### src/design/eta_consts.svh
// Purpose: Constants for the event trigger action engine
// Assumes: Included by bare name from every design file
// Notes: Definitions only
`ifndef ETA_CONSTS_SVH
`define ETA_CONSTS_SVH

// Table geometry
`define ETA_ROWS 32
`define ETA_ROW_W 5
`define ETA_CRIT 8
`define ETA_CODE_W 8
`define ETA_KIND_W 2
`define ETA_HIST 5
`define ETA_HIST_CNT_W 3

// Reset values
`define ETA_RST_ROWS 32'h0000_0000
`define ETA_RST_ROW 5'h00
`define ETA_RST_CODE 8'h00
`define ETA_RST_KIND 2'h0
`define ETA_RST_CNT 3'h0

`endif

### src/design/eta_pkg.sv
// Purpose: Types for the event trigger action engine
// Assumes: eta_consts.svh provides the widths
// Notes: Nothing here is imported; users write eta_pkg::name
`include "eta_consts.svh"
package eta_pkg;

  // Action kinds carried with each row
  typedef enum logic [`ETA_KIND_W-1:0]
  {
    ETA_ACT_PRESET,
    ETA_ACT_HARD,
    ETA_ACT_ALERT,
    ETA_ACT_NONE
  } eta_kind_type;

  // Servicing state
  typedef enum logic
  {
    ETA_ST_IDLE,
    ETA_ST_SERVICE
  } eta_state_type;

endpackage : eta_pkg

### src/design/eta_row_eval.sv
// Purpose: Combinational AND of the selected criteria for every row
// Assumes: Status inputs already in the engine clock domain
// Notes: A cleared care bit is a don't-care
`timescale 1ns/1ps
`include "eta_consts.svh"
module eta_row_eval (
  // Monitor status
  input wire logic [`ETA_CRIT-1:0] i_status,
  // Flattened row criteria
  input wire logic [`ETA_ROWS*`ETA_CRIT-1:0] i_care,
  input wire logic [`ETA_ROWS*`ETA_CRIT-1:0] i_value,
  // Per-row combined condition
  output logic [`ETA_ROWS-1:0] o_cond
);

  function automatic logic row_true(input logic [`ETA_CRIT-1:0] status,
                                    input logic [`ETA_CRIT-1:0] care,
                                    input logic [`ETA_CRIT-1:0] value);
    // Match on cared bits, don't-care bits forced true
    row_true = &((status ~^ value) | ~care);
  endfunction : row_true

  always_comb
  begin
    for (int r = 0; r < `ETA_ROWS; r++)
    begin
      o_cond[r] = row_true(i_status, i_care[r*`ETA_CRIT +: `ETA_CRIT],
                           i_value[r*`ETA_CRIT +: `ETA_CRIT]);
    end
  end

endmodule : eta_row_eval

### src/design/eta_history.sv
// Purpose: Five-entry trigger history, newest first, with a readable snapshot
// Assumes: At most one push per cycle
// Notes: Snapshot changes only on refresh
`timescale 1ns/1ps
`include "eta_consts.svh"
module eta_history (
  // Clock and reset
  input wire logic i_clock,
  input wire logic i_reset,
  // New entry
  input wire logic i_push,
  input wire logic [`ETA_ROW_W-1:0] i_row,
  input wire logic [`ETA_KIND_W-1:0] i_kind,
  input wire logic [`ETA_CODE_W-1:0] i_code,
  // Refresh request
  input wire logic i_refresh,
  // Snapshot, entry 0 newest
  output logic [`ETA_HIST*`ETA_ROW_W-1:0] o_row,
  output logic [`ETA_HIST*`ETA_KIND_W-1:0] o_kind,
  output logic [`ETA_HIST*`ETA_CODE_W-1:0] o_code,
  output logic [`ETA_HIST_CNT_W-1:0] o_count
);

  logic [`ETA_HIST*`ETA_ROW_W-1:0] row_q, row_d;
  logic [`ETA_HIST*`ETA_KIND_W-1:0] kind_q, kind_d;
  logic [`ETA_HIST*`ETA_CODE_W-1:0] code_q, code_d;
  logic [`ETA_HIST_CNT_W-1:0] cnt_q, cnt_d;
  logic [`ETA_HIST*`ETA_ROW_W-1:0] snap_row_d;
  logic [`ETA_HIST*`ETA_KIND_W-1:0] snap_kind_d;
  logic [`ETA_HIST*`ETA_CODE_W-1:0] snap_code_d;
  logic [`ETA_HIST_CNT_W-1:0] snap_cnt_d;

  ////////////////////////////////////////////////////////////////////////////
  always_comb
  begin
    row_d = row_q;
    kind_d = kind_q;
    code_d = code_q;
    cnt_d = cnt_q;
    if (i_push)
    begin
      // Oldest entry falls off the far end
      row_d = {row_q[(`ETA_HIST-1)*`ETA_ROW_W-1:0], i_row};
      kind_d = {kind_q[(`ETA_HIST-1)*`ETA_KIND_W-1:0], i_kind};
      code_d = {code_q[(`ETA_HIST-1)*`ETA_CODE_W-1:0], i_code};
      if (cnt_q != `ETA_HIST_CNT_W'(`ETA_HIST))
      begin
        cnt_d = cnt_q + 3'h1;
      end
    end
    snap_row_d = o_row;
    snap_kind_d = o_kind;
    snap_code_d = o_code;
    snap_cnt_d = o_count;
    if (i_refresh)
    begin
      // A push in the refresh cycle is included
      snap_row_d = row_d;
      snap_kind_d = kind_d;
      snap_code_d = code_d;
      snap_cnt_d = cnt_d;
    end
  end

  always_ff @(posedge i_clock or posedge i_reset)
  begin
    if (i_reset)
    begin
      row_q <= '0;
      kind_q <= '0;
      code_q <= '0;
      cnt_q <= `ETA_RST_CNT;
      o_row <= '0;
      o_kind <= '0;
      o_code <= '0;
      o_count <= `ETA_RST_CNT;
    end
    else
    begin
      row_q <= row_d;
      kind_q <= kind_d;
      code_q <= code_d;
      cnt_q <= cnt_d;
      o_row <= snap_row_d;
      o_kind <= snap_kind_d;
      o_code <= snap_code_d;
      o_count <= snap_cnt_d;
    end
  end

endmodule : eta_history

### src/design/eta_event_engine.sv
// Purpose: Prioritised event trigger engine with 32 rows and a trigger history
// Assumes: Status inputs come from logic on i_clock; row table is loaded
//          before the engine is enabled
// Notes: Row table is not cleared by reset so that a restored table survives
//
// Overview of operation
// - Master enable gates all evaluation and firing
// - Thirty-two rows, own criteria and action
// - Row 1 highest priority, row 32 lowest
// - Simultaneous triggers serviced lowest priority first
// - Row criteria combine as logical AND
// - Don't-care criteria excluded from the AND
// - Per-row engaged status flag
// - History of five newest triggers, newest first
// - Fire only on rising combined condition
// - Condition loss never disengages; next row does
// - Action is preset, hard-coded, alert or none
// - Row table retained; outside preset save/recall
`timescale 1ns/1ps
`include "eta_consts.svh"
module eta_event_engine (
  // Clock and reset
  input wire logic i_clock,
  input wire logic i_reset,
  // Master enable and monitor status
  input wire logic i_enable,
  input wire logic [`ETA_CRIT-1:0] i_status,
  // Row table write
  input wire logic i_cfg_write,
  input wire logic [`ETA_ROW_W-1:0] i_cfg_row,
  input wire logic [`ETA_CRIT-1:0] i_cfg_care,
  input wire logic [`ETA_CRIT-1:0] i_cfg_value,
  input wire logic [`ETA_KIND_W-1:0] i_cfg_kind,
  input wire logic [`ETA_CODE_W-1:0] i_cfg_code,
  // Row table readback
  input wire logic [`ETA_ROW_W-1:0] i_cfg_read_row,
  output logic [`ETA_CRIT-1:0] o_cfg_care,
  output logic [`ETA_CRIT-1:0] o_cfg_value,
  output logic [`ETA_KIND_W-1:0] o_cfg_kind,
  output logic [`ETA_CODE_W-1:0] o_cfg_code,
  // History refresh
  input wire logic i_refresh,
  // Action issue
  output logic o_action_valid,
  output logic [`ETA_ROW_W-1:0] o_action_row,
  output logic [`ETA_KIND_W-1:0] o_action_kind,
  output logic [`ETA_CODE_W-1:0] o_action_code,
  output logic o_preset_recall,
  output logic o_hard_action,
  output logic o_alert,
  // Status
  output logic [`ETA_ROWS-1:0] o_engaged,
  output logic [`ETA_ROWS-1:0] o_cond,
  output logic o_busy,
  // History snapshot, entry 0 newest
  output logic [`ETA_HIST*`ETA_ROW_W-1:0] o_hist_row,
  output logic [`ETA_HIST*`ETA_KIND_W-1:0] o_hist_kind,
  output logic [`ETA_HIST*`ETA_CODE_W-1:0] o_hist_code,
  output logic [`ETA_HIST_CNT_W-1:0] o_hist_count
);

  ////////////////////////////////////////////////////////////////////////////
  // Row table, kept apart from any preset store
  logic [`ETA_CRIT-1:0] care_mem [`ETA_ROWS];
  logic [`ETA_CRIT-1:0] value_mem [`ETA_ROWS];
  logic [`ETA_KIND_W-1:0] kind_mem [`ETA_ROWS];
  logic [`ETA_CODE_W-1:0] code_mem [`ETA_ROWS];
  logic [`ETA_ROWS*`ETA_CRIT-1:0] care_flat;
  logic [`ETA_ROWS*`ETA_CRIT-1:0] value_flat;
  logic [`ETA_ROWS-1:0] cond;

  // Servicing state
  eta_pkg::eta_state_type state_q, state_d;
  logic [`ETA_ROWS-1:0] prev_q, prev_d;
  logic [`ETA_ROWS-1:0] pending_q, pending_d;
  logic [`ETA_ROWS-1:0] rise;
  logic [`ETA_ROW_W-1:0] pick;
  logic fire;

  // Registered outputs
  logic act_valid_d;
  logic [`ETA_ROW_W-1:0] act_row_d;
  logic [`ETA_KIND_W-1:0] act_kind_d;
  logic [`ETA_CODE_W-1:0] act_code_d;
  logic preset_d, hard_d, alert_d;
  logic [`ETA_ROWS-1:0] engaged_d;
  logic [`ETA_CRIT-1:0] rd_care_d, rd_value_d;
  logic [`ETA_KIND_W-1:0] rd_kind_d;
  logic [`ETA_CODE_W-1:0] rd_code_d;

  // Lowest-priority pending row is the highest index set
  function automatic logic [`ETA_ROW_W-1:0] lowest_prio(input logic [`ETA_ROWS-1:0] v);
    lowest_prio = `ETA_RST_ROW;
    for (int i = 0; i < `ETA_ROWS; i++)
    begin
      if (v[i])
      begin
        lowest_prio = `ETA_ROW_W'(i);
      end
    end
  endfunction : lowest_prio

  ////////////////////////////////////////////////////////////////////////////
  // No reset here: the table is reloaded from non-volatile store, never
  // by a preset recall, and a device reset must not wipe it
  always_ff @(posedge i_clock)
  begin
    if (i_cfg_write)
    begin
      care_mem[i_cfg_row] <= i_cfg_care;
      value_mem[i_cfg_row] <= i_cfg_value;
      kind_mem[i_cfg_row] <= i_cfg_kind;
      code_mem[i_cfg_row] <= i_cfg_code;
    end
  end

  always_comb
  begin
    for (int r = 0; r < `ETA_ROWS; r++)
    begin
      care_flat[r*`ETA_CRIT +: `ETA_CRIT] = care_mem[r];
      value_flat[r*`ETA_CRIT +: `ETA_CRIT] = value_mem[r];
    end
  end

  eta_row_eval u_eval (
    .i_status(i_status),
    .i_care(care_flat),
    .i_value(value_flat),
    .o_cond(cond)
  );

  ////////////////////////////////////////////////////////////////////////////
  // Edge detect, pending set and one service per cycle
  always_comb
  begin
    prev_d = prev_q;
    pending_d = pending_q;
    state_d = state_q;
    rise = '0;
    pick = lowest_prio(pending_q);
    fire = 1'b0;
    if (!i_enable)
    begin
      // Disabled: nothing evaluates, queued work is dropped
      prev_d = `ETA_RST_ROWS;
      pending_d = `ETA_RST_ROWS;
      state_d = eta_pkg::ETA_ST_IDLE;
    end
    else
    begin
      rise = cond & ~prev_q;
      prev_d = cond;
      if (state_q == eta_pkg::ETA_ST_SERVICE)
      begin
        fire = 1'b1;
        pending_d[pick] = 1'b0;
      end
      // A new edge wins over the service clear
      pending_d = pending_d | rise;
      case (state_q)
        eta_pkg::ETA_ST_IDLE:
        begin
          if (|rise)
          begin
            state_d = eta_pkg::ETA_ST_SERVICE;
          end
        end
        eta_pkg::ETA_ST_SERVICE:
        begin
          if (pending_d == `ETA_RST_ROWS)
          begin
            state_d = eta_pkg::ETA_ST_IDLE;
          end
        end
        default:
        begin
          state_d = eta_pkg::ETA_ST_IDLE;
        end
      endcase
    end
  end

  always_ff @(posedge i_clock or posedge i_reset)
  begin
    if (i_reset)
    begin
      state_q <= eta_pkg::ETA_ST_IDLE;
      prev_q <= `ETA_RST_ROWS;
      pending_q <= `ETA_RST_ROWS;
    end
    else
    begin
      state_q <= state_d;
      prev_q <= prev_d;
      pending_q <= pending_d;
    end
  end

  ////////////////////////////////////////////////////////////////////////////
  // Action issue and engaged status
  always_comb
  begin
    act_valid_d = fire;
    act_row_d = o_action_row;
    act_kind_d = o_action_kind;
    act_code_d = o_action_code;
    preset_d = 1'b0;
    hard_d = 1'b0;
    alert_d = 1'b0;
    engaged_d = o_engaged;
    if (fire)
    begin
      act_row_d = pick;
      act_kind_d = kind_mem[pick];
      act_code_d = code_mem[pick];
      case (eta_pkg::eta_kind_type'(kind_mem[pick]))
        eta_pkg::ETA_ACT_PRESET: preset_d = 1'b1;
        eta_pkg::ETA_ACT_HARD: hard_d = 1'b1;
        eta_pkg::ETA_ACT_ALERT: alert_d = 1'b1;
        default: preset_d = 1'b0;
      endcase
      // Only a newly fired row moves the engaged flag
      engaged_d = `ETA_RST_ROWS;
      engaged_d[pick] = 1'b1;
    end
    rd_care_d = care_mem[i_cfg_read_row];
    rd_value_d = value_mem[i_cfg_read_row];
    rd_kind_d = kind_mem[i_cfg_read_row];
    rd_code_d = code_mem[i_cfg_read_row];
  end

  always_ff @(posedge i_clock or posedge i_reset)
  begin
    if (i_reset)
    begin
      o_action_valid <= 1'b0;
      o_action_row <= `ETA_RST_ROW;
      o_action_kind <= `ETA_RST_KIND;
      o_action_code <= `ETA_RST_CODE;
      o_preset_recall <= 1'b0;
      o_hard_action <= 1'b0;
      o_alert <= 1'b0;
      o_engaged <= `ETA_RST_ROWS;
      o_cond <= `ETA_RST_ROWS;
      o_busy <= 1'b0;
      o_cfg_care <= '0;
      o_cfg_value <= '0;
      o_cfg_kind <= `ETA_RST_KIND;
      o_cfg_code <= `ETA_RST_CODE;
    end
    else
    begin
      o_action_valid <= act_valid_d;
      o_action_row <= act_row_d;
      o_action_kind <= act_kind_d;
      o_action_code <= act_code_d;
      o_preset_recall <= preset_d;
      o_hard_action <= hard_d;
      o_alert <= alert_d;
      o_engaged <= engaged_d;
      o_cond <= prev_d;
      o_busy <= (state_d == eta_pkg::ETA_ST_SERVICE);
      o_cfg_care <= rd_care_d;
      o_cfg_value <= rd_value_d;
      o_cfg_kind <= rd_kind_d;
      o_cfg_code <= rd_code_d;
    end
  end

  ////////////////////////////////////////////////////////////////////////////
  // History logs in service order, so row 1 lands newest
  eta_history u_history (
    .i_clock(i_clock),
    .i_reset(i_reset),
    .i_push(fire),
    .i_row(act_row_d),
    .i_kind(act_kind_d),
    .i_code(act_code_d),
    .i_refresh(i_refresh),
    .o_row(o_hist_row),
    .o_kind(o_hist_kind),
    .o_code(o_hist_code),
    .o_count(o_hist_count)
  );

endmodule : eta_event_engine

### config.mk
export PLATFORM = sky130hd
export DESIGN_NAME = eta_event_engine
export DESIGN_NICKNAME = d
export VERILOG_FILES = /design/src/design/eta_pkg.sv /design/src/design/eta_row_eval.sv /design/src/design/eta_history.sv /design/src/design/eta_event_engine.sv
export VERILOG_INCLUDE_DIRS = /design/src /design/src/design
export SDC_FILE = /design/constraint.sdc
export NUM_CORES = 2
export LEC_CHECK = 0
export BUFFER_PORTS_ARGS = -buffer_cell sky130_fd_sc_hd__buf_4
export CAP_MARGIN = 20
export CORE_ASPECT_RATIO = 0.9
export CORE_UTILIZATION = 30
export CTS_CLUSTER_SIZE = 8
export DETAILED_ROUTE_END_ITERATION = 10
export PLACE_DENSITY = 0.42
export REMOVE_ABC_BUFFERS = 1
export SYNTH_ARGS = -nofsm -noshare
export SYNTH_HDL_FRONTEND = slang
export SYNTH_SLANG_ARGS = --single-unit
### constraint.sdc
create_clock -name i_clock -period 10.9 [get_ports i_clock]
set_clock_uncertainty 0.2 [all_clocks]
set_input_delay 1.635 -clock i_clock [delete_from_list [all_inputs] [get_ports i_clock]]
set_output_delay 1.635 -clock i_clock [all_outputs]
set_load 0.03 [all_outputs]
# Word-level counts from Yosys, hierarchy flattened

Memories as Yosys holds them, arrays and structs flattened. A register that Yosys moved wholly into a read port is not among the register bits.
Cells that the tools add are included.

Add/subtract/negate cells: 1
Multiplexer cells: 59
$lt $le $gt $ge: 2
Reductions and logical operators: 36
Bitwise logic cells: 102
Equality and inequality tests: 3

Operators by type and width:

| cell                                                               | count |
|---|---|
| inverter 8 bit                                                     | 32 |
| bitwise OR 8 bit                                                   | 32 |
| AND reduction 8 bit                                                | 32 |
| XNOR 8 bit                                                         | 32 |
| two-way mux 5 bit                                                  | 31 |
| two-way mux 32 bit                                                 | 4 |
| bitwise AND 32 bit                                                 | 2 |
| inverter 32 bit                                                    | 2 |
| two-way mux 40 bit                                                 | 1 |
| zero test 32 bit                                                   | 1 |
| bitwise OR 32 bit                                                  | 1 |
| OR reduction 32 bit                                                | 1 |
| two-way mux 25 bit                                                 | 1 |
| two-way mux 1 bit                                                  | 15 |
| two-way mux 10 bit                                                 | 1 |
| two-way mux 8 bit                                                  | 1 |
| < comparator 5 x 6 -> 1 bit (second input constant)                | 1 |
| two-way mux 3 bit                                                  | 2 |
| demux 1 bit (select 5 bit)                                         | 1 |
| greater-or-equal comparator 5 x 1 -> 1 bit (second input constant) | 1 |
| adder 3 x 1 -> 3 bit (second input constant)                       | 1 |
| != test 3 bit (second input constant)                              | 1 |
| equality test 2 x 1 -> 1 bit (second input constant)               | 1 |
| equality test 2 bit (second input constant)                        | 1 |
| other kinds (5)                                                    | 5 |

Bits in registers: 272
Memories kept: 4
RAM bits: 832
Input port bits: 49
Output and inout port bits: 188

Memory list:

| name      | depth | width | read ports | clocked after memory_dff | wr ports | line                   | text |
|---|---|---|---|---|---|---|---|
| care_mem  | 32    | 8     | 33         | 1                        | 1        | eta_event_engine.sv:64 | `` logic [`ETA_CRIT-1:0] care_mem [`ETA_ROWS]; `` |
| code_mem  | 32    | 8     | 2          | 1                        | 1        | eta_event_engine.sv:67 | `` logic [`ETA_CODE_W-1:0] code_mem [`ETA_ROWS]; `` |
| value_mem | 32    | 8     | 33         | 1                        | 1        | eta_event_engine.sv:65 | `` logic [`ETA_CRIT-1:0] value_mem [`ETA_ROWS]; `` |
| kind_mem  | 32    | 2     | 2          | 1                        | 1        | eta_event_engine.sv:66 | `` logic [`ETA_KIND_W-1:0] kind_mem [`ETA_ROWS]; `` |

# Longest topological paths before layout

Depth in word-level cells: 44
Gate-level depth with buffers: 14
Mapped depth without buffers: 10

# Hierarchy

From an unflattened synthesis, not the netlist that was laid out.

Cells, all modules: 2792
Area total of the unflattened synthesis: 49827.8 um2

Modules (own cells, without submodules):

| module           | area each (um2) | times used | cells an instance |
|---|---|---|---|
| eta_event_engine | 40029.6         | 1          | 2007 |
| eta_history      | 5955.7          | 1          | 337 |
| eta_row_eval     | 3842.4          | 1          | 448 |

# Worst setup path before layout

Ideal clock, no wire load.

Path type: input to register
Start: input port i_cfg_read_row[0]
End: register o_cfg_code[2], read port of code_mem
Slack: 6.325 ns
Setup time: 0.125 ns
Stages: 6
Arrival time: 4.251 ns
Cell sequence: clkbuf_1 buf_1 buf_1 mux4_2 mux4_2 mux2_2

RTL lines:

| what               | line                   | text |
|---|---|---|
| start: declaration | eta_event_engine.sv:36 | `` input wire logic [`ETA_ROW_W-1:0] i_cfg_read_row, `` |
| end: declaration   | eta_event_engine.sv:40 | `` output logic [`ETA_CODE_W-1:0] o_cfg_code, `` |

# Worst setup path after layout

Start: register pending_q[18]
End: register o_busy

Word-level cells in the longest chain between the ends: 27
Elaborated cells between the ends (all ways): 28
Those cells by class: 2 x order compare; 21 x mux; 3 x bitwise; 2 x reduce/logical

Ends and longest elaborated chain:

| what                                                                                                            | line                    | text |
|---|---|---|
| start: declaration                                                                                              | eta_event_engine.sv:75  | `` logic [`ETA_ROWS-1:0] pending_q, pending_d; `` |
| start signal: assignment                                                                                        | eta_event_engine.sv:190 | `` pending_q <= `ETA_RST_ROWS; `` |
| start signal: assignment                                                                                        | eta_event_engine.sv:196 | `pending_q <= pending_d;` |
| two-way mux 5 bit (14 in series)                                                                                | eta_event_engine.sv:96  | `if (v[i])` |
| < comparator 5 x 6 -> 1 bit (implied by the code) or greater-or-equal comparator 5 x 1 -> 1 bit (tied branches) | eta_event_engine.sv:157 | `pending_d[pick] = 1'b0;` |
| logical AND 1 bit (implied by the code)                                                                         | eta_event_engine.sv:157 |  |
| two-way mux 1 bit (implied by the code)                                                                         | eta_event_engine.sv:157 |  |
| demux 1 bit (select 5 bit)                                                                                      | eta_event_engine.sv:157 |  |
| inverter 32 bit (no source line)                                                                                | -                       |  |
| bitwise AND 32 bit (no source line)                                                                             | -                       |  |
| two-way mux 32 bit *                                                                                            | eta_event_engine.sv:154 | `if (state_q == eta_pkg::ETA_ST_SERVICE)` |
| two-way mux 32 bit *                                                                                            | eta_event_engine.sv:143 | `if (!i_enable)` |
| bitwise OR 32 bit *                                                                                             | eta_event_engine.sv:160 | `pending_d = pending_d \| rise;` |
| zero test 32 bit (no source line) *                                                                             | -                       |  |
| two-way mux 1 bit *                                                                                             | eta_event_engine.sv:171 | `` if (pending_d == `ETA_RST_ROWS) `` |
| one-hot mux 1 bit (2 select lines) *                                                                            | eta_event_engine.sv:161 | `case (state_q)` |
| two-way mux 1 bit *                                                                                             | eta_event_engine.sv:143 |  |
| net state_d                                                                                                     | eta_event_engine.sv:73  | `eta_pkg::eta_state_type state_q, state_d;` |
| end signal: assignment                                                                                          | eta_event_engine.sv:263 | `o_busy <= (state_d == eta_pkg::ETA_ST_SERVICE);` |
| end: declaration                                                                                                | eta_event_engine.sv:54  | `output logic o_busy,` |

The timed path passes the listed nets; every way through them passes the cells marked *. The select of a mux whose other input is x is not followed.
A chain may end at the register's enable or synchronous reset.

==> results.yml <==
sta:
  fin_crit_sh_pct: 47.4
  rsz0062_at_grt: "no"
  setup_viol: 0
  tns_ps: 0
  relSlewSlack_pct: 32.7
  max_freq_ghz: 0.193
  worstMarginPinSlew_ps: 1010
  finalHoldViolations: 0
  maxSlewViolCount: 0
  timing.final.crit_period_ps: 5170
  setup_ws_ps: 5730
placed_design:
  dp.cells: 5477
  place_ws_ps: 5810
  io_buffers: 236
  dpl.hpwl_um: 117000
  gp_congestion: 0.845
die:
  ios: 237
  rows: 140
  die_w_um: 429
  coreArea_mm2: 0.162
  die_h_um: 386
  initial_utilization_pct: 30.3
  die_area_mm2: 0.166
clock_network:
  cts_root_buf: "clkbuf_16"
  ctsHtreeMaxLevel: 4
  numCtsBuffers: 159
  cts_tree: "yes"
  post_cts_resized: 0
  clk_latency_ps: 800
  cts.sinks: 1130
  post_cts_buffers: 0
  path_clk_slew_ps: 50
  holdBufCountCts: 0
  clockBufferDepth: 3
hold_path:
  min_delay_path_depth: 2
  worstHoldEndpoint: "u_history.kind_q[9]$_DFF_PP0_"
  hold_class: "reg -> reg"
  min_from: "u_history.kind_q[9]$_DFF_PP0_"
routing:
  viasPerCell: 5.43
  dr.pass1.iters: 5
  routed-via-count: 31169
  routed_wl_um: 181000
  drc: 0
  drt_iter0_markers: 3024
  wl_per_cell_um: 31.5
  antenna_left: 0
global_routing:
  grtUsageTotal_pct: 21.8
  grt_max_degree: 147
  antenna_found_initial: 2
  grt_pass1_wl_um: 253000
  overflow: 0
  grt_pass1_vias: 31569
yosys:
  syn_area_per_cell_um2: 15.3
  ys_seq_area_share_pct: 65.9
  synth_edf_count: 832
  netlist_area_mm2: 0.0492
  syn_inst: 3227
  ys_types: 82
  synth-warning-count: 0
  netlist_top_cells_area: "edfxtp_1, dfrtp_1, mux4_2, xor2_1, nand2_1"
  ys.flop_type: "edfxtp_1"
  async_reset_ff_share_pct: 26.4
  synth.ff_latch_count: 1130
  yosysTopAreaCell: "edfxtp_1"
  synth_top_area_share_pct: 50.8
power_and_ir_drop:
  power_density_mw_per_mm2: 198
  cellLeakagePower_nw: 20.9
  ir_worst_vdd_v: 0.000144
cells_and_area:
  layout_commonest_cell: "edfxtp_1"
  syn_to_final_growth_pct: 18.8
  nNetsFinal: 3561
  mostFrequentLayoutCells: "edfxtp_1, nand2_1, buf_4"
  final_cells: 5743
  layout-drive-gt1-share_pct: 23.9
status:
  status: "completed"
setup_path:
  reg2reg_slack_ps: 5730
  r2r_cells: 12
  arrival_ps: 5630
  path_max_fanout: 32
  crit_path_start_kind: "flop"
  reg2reg_to: "o_busy$_DFF_PP0_"
  timing.rr.start: "pending_q[18]$_DFF_PP0_"
  cp_data_required_time_ps: 11360
  path_class: "reg -> reg"
  critPathCaptureType: "flop"
flow_run:
  maxCapViolCount: 0
[per-layer routing]
layer  share of wire, %  vias to the layer above  track usage [%]
li1                   -                    13160                -
met2                 49                     1257             36.4
met5              0.011                        -                0
met4                3.0                        2             7.26
met3                5.9                      263             3.71
met1                 42                    16487             28.6
[flip-flops by register name (all words and copies together), names as in the netlist, 2 cells and up]
signal             flops
u_history.o_count      3
u_history.code_q      40
kind_mem              64
u_history.o_code      40
u_history.cnt_q        3
o_cfg_value            8
care_mem             256
pending_q             32
o_cfg_kind             2
u_history.o_row       25
u_history.kind_q      10
code_mem             256
o_action_row           5
o_cfg_code             8
o_action_kind          2
o_cond                32
u_history.row_q       25
o_cfg_care             8
o_engaged             32
o_action_code          8
u_history.o_kind      10
value_mem            256
[per-stage QoR]
| step | utilization, % | total power [mW] | hold slack [ps] | cell area, µm² |
|---|---|---|---|---|
| final | 36.0 | 11.6 | 266 | 58500 |
| after global placement | 33.2 | 7.00 | 253 | 53800 |
| after floorplan | - | 6.07 | 239 | 48400 |
| after CTS | 36.0 | 11.7 | 271 | 58400 |
| after detailed placement | 33.2 | 7.00 | 258 | 53900 |
| after global routing | 36.0 | 12.0 | 283 | 58500 |
[critical path, stage by stage (launching register included)]
cell     delay (ps)
dfrtp_1         440
nor2b_1         160
o21ai_0         160
nor4b_1         710
o22ai_1         190
buf_4           250
nor2_4          730
buf_4           560
nand2_1         550
o21ai_0         420
o21ai_0         170
nor4_1          320
a31oi_1         140
[where the power goes]
| group | switching (mW) | internal, mW | total, mW |
|---|---|---|---|
| clock network | 1.92 | 2.76 | 4.68 |
| registers | 0.164 | 4.89 | 5.05 |
| logic | 1.24 | 0.614 | 1.86 |
| total | 3.32 | 8.26 | 11.6 |
[kinds of logic (layout without fill, tap and decap cells)]
family | Yosys count | after routing | share of synthesized area, %
xor+xnor | 257 | 257 | 4.57
buf+inv | 213 | 598 | 1.73
compound gates | 519 | 519 | 7.30
fa+ha+maj | 3 | 3 | 0.0712
simple gates | 769 | 769 | 6.85
other cells | 0 | 1 | 0
mux | 336 | 336 | 13.6
flops | 1130 | 1130 | 65.9
[Yosys cell counts, types with 5 or more instances]
library cell and number:
edfxtp_1 832, nand2_1 320, dfrtp_1 298, mux4_2 260
xor2_1 256, nor2_1 253, a22oi_1 154, clkbuf_1 130
a21oi_1 75, a31oi_1 72, o21ai_0 72, nand3_1 58
buf_1 53, mux2_2 45, nand4_1 40, mux2i_1 30
nor4_1 21, a222oi_1 19, a22o_1 19, o21a_1 19
inv_1 16, nor3_1 14, o22ai_1 12, or3_1 11
and2_1 9, a211oi_1 8, or4_1 7, nor2b_1 6
o211ai_1 6, o31ai_1 6, a2111oi_0 5, buf_2 5
nand3b_1 5, o311ai_0 5
[worst max path at each step]
stage                                      end               startpoint  slack [ps]
global placement              o_busy$_DFF_PP0_  pending_q[18]$_DFF_PP0_        5870
finish                        o_busy$_DFF_PP0_  pending_q[18]$_DFF_PP0_        5730
floorplan           o_action_code[0]$_DFF_PP0_                  i_reset         830
CTS                           o_busy$_DFF_PP0_  pending_q[18]$_DFF_PP0_        5790
detailed placement            o_busy$_DFF_PP0_  pending_q[18]$_DFF_PP0_        5810
global route                  o_busy$_DFF_PP0_  pending_q[18]$_DFF_PP0_        5430
[final cells by class]
type,count,area (µm²)
antenna,1,2.50
clock buffer,251,4390
clock inverter,12,189
fill,15502,104000
inverter,17,73.8
multi-input combinational,1884,16300
sequential,1130,32400
tap,2130,2670
timing repair buffer,318,2450
No activity file was read; power rests on OpenSTA's default activity.
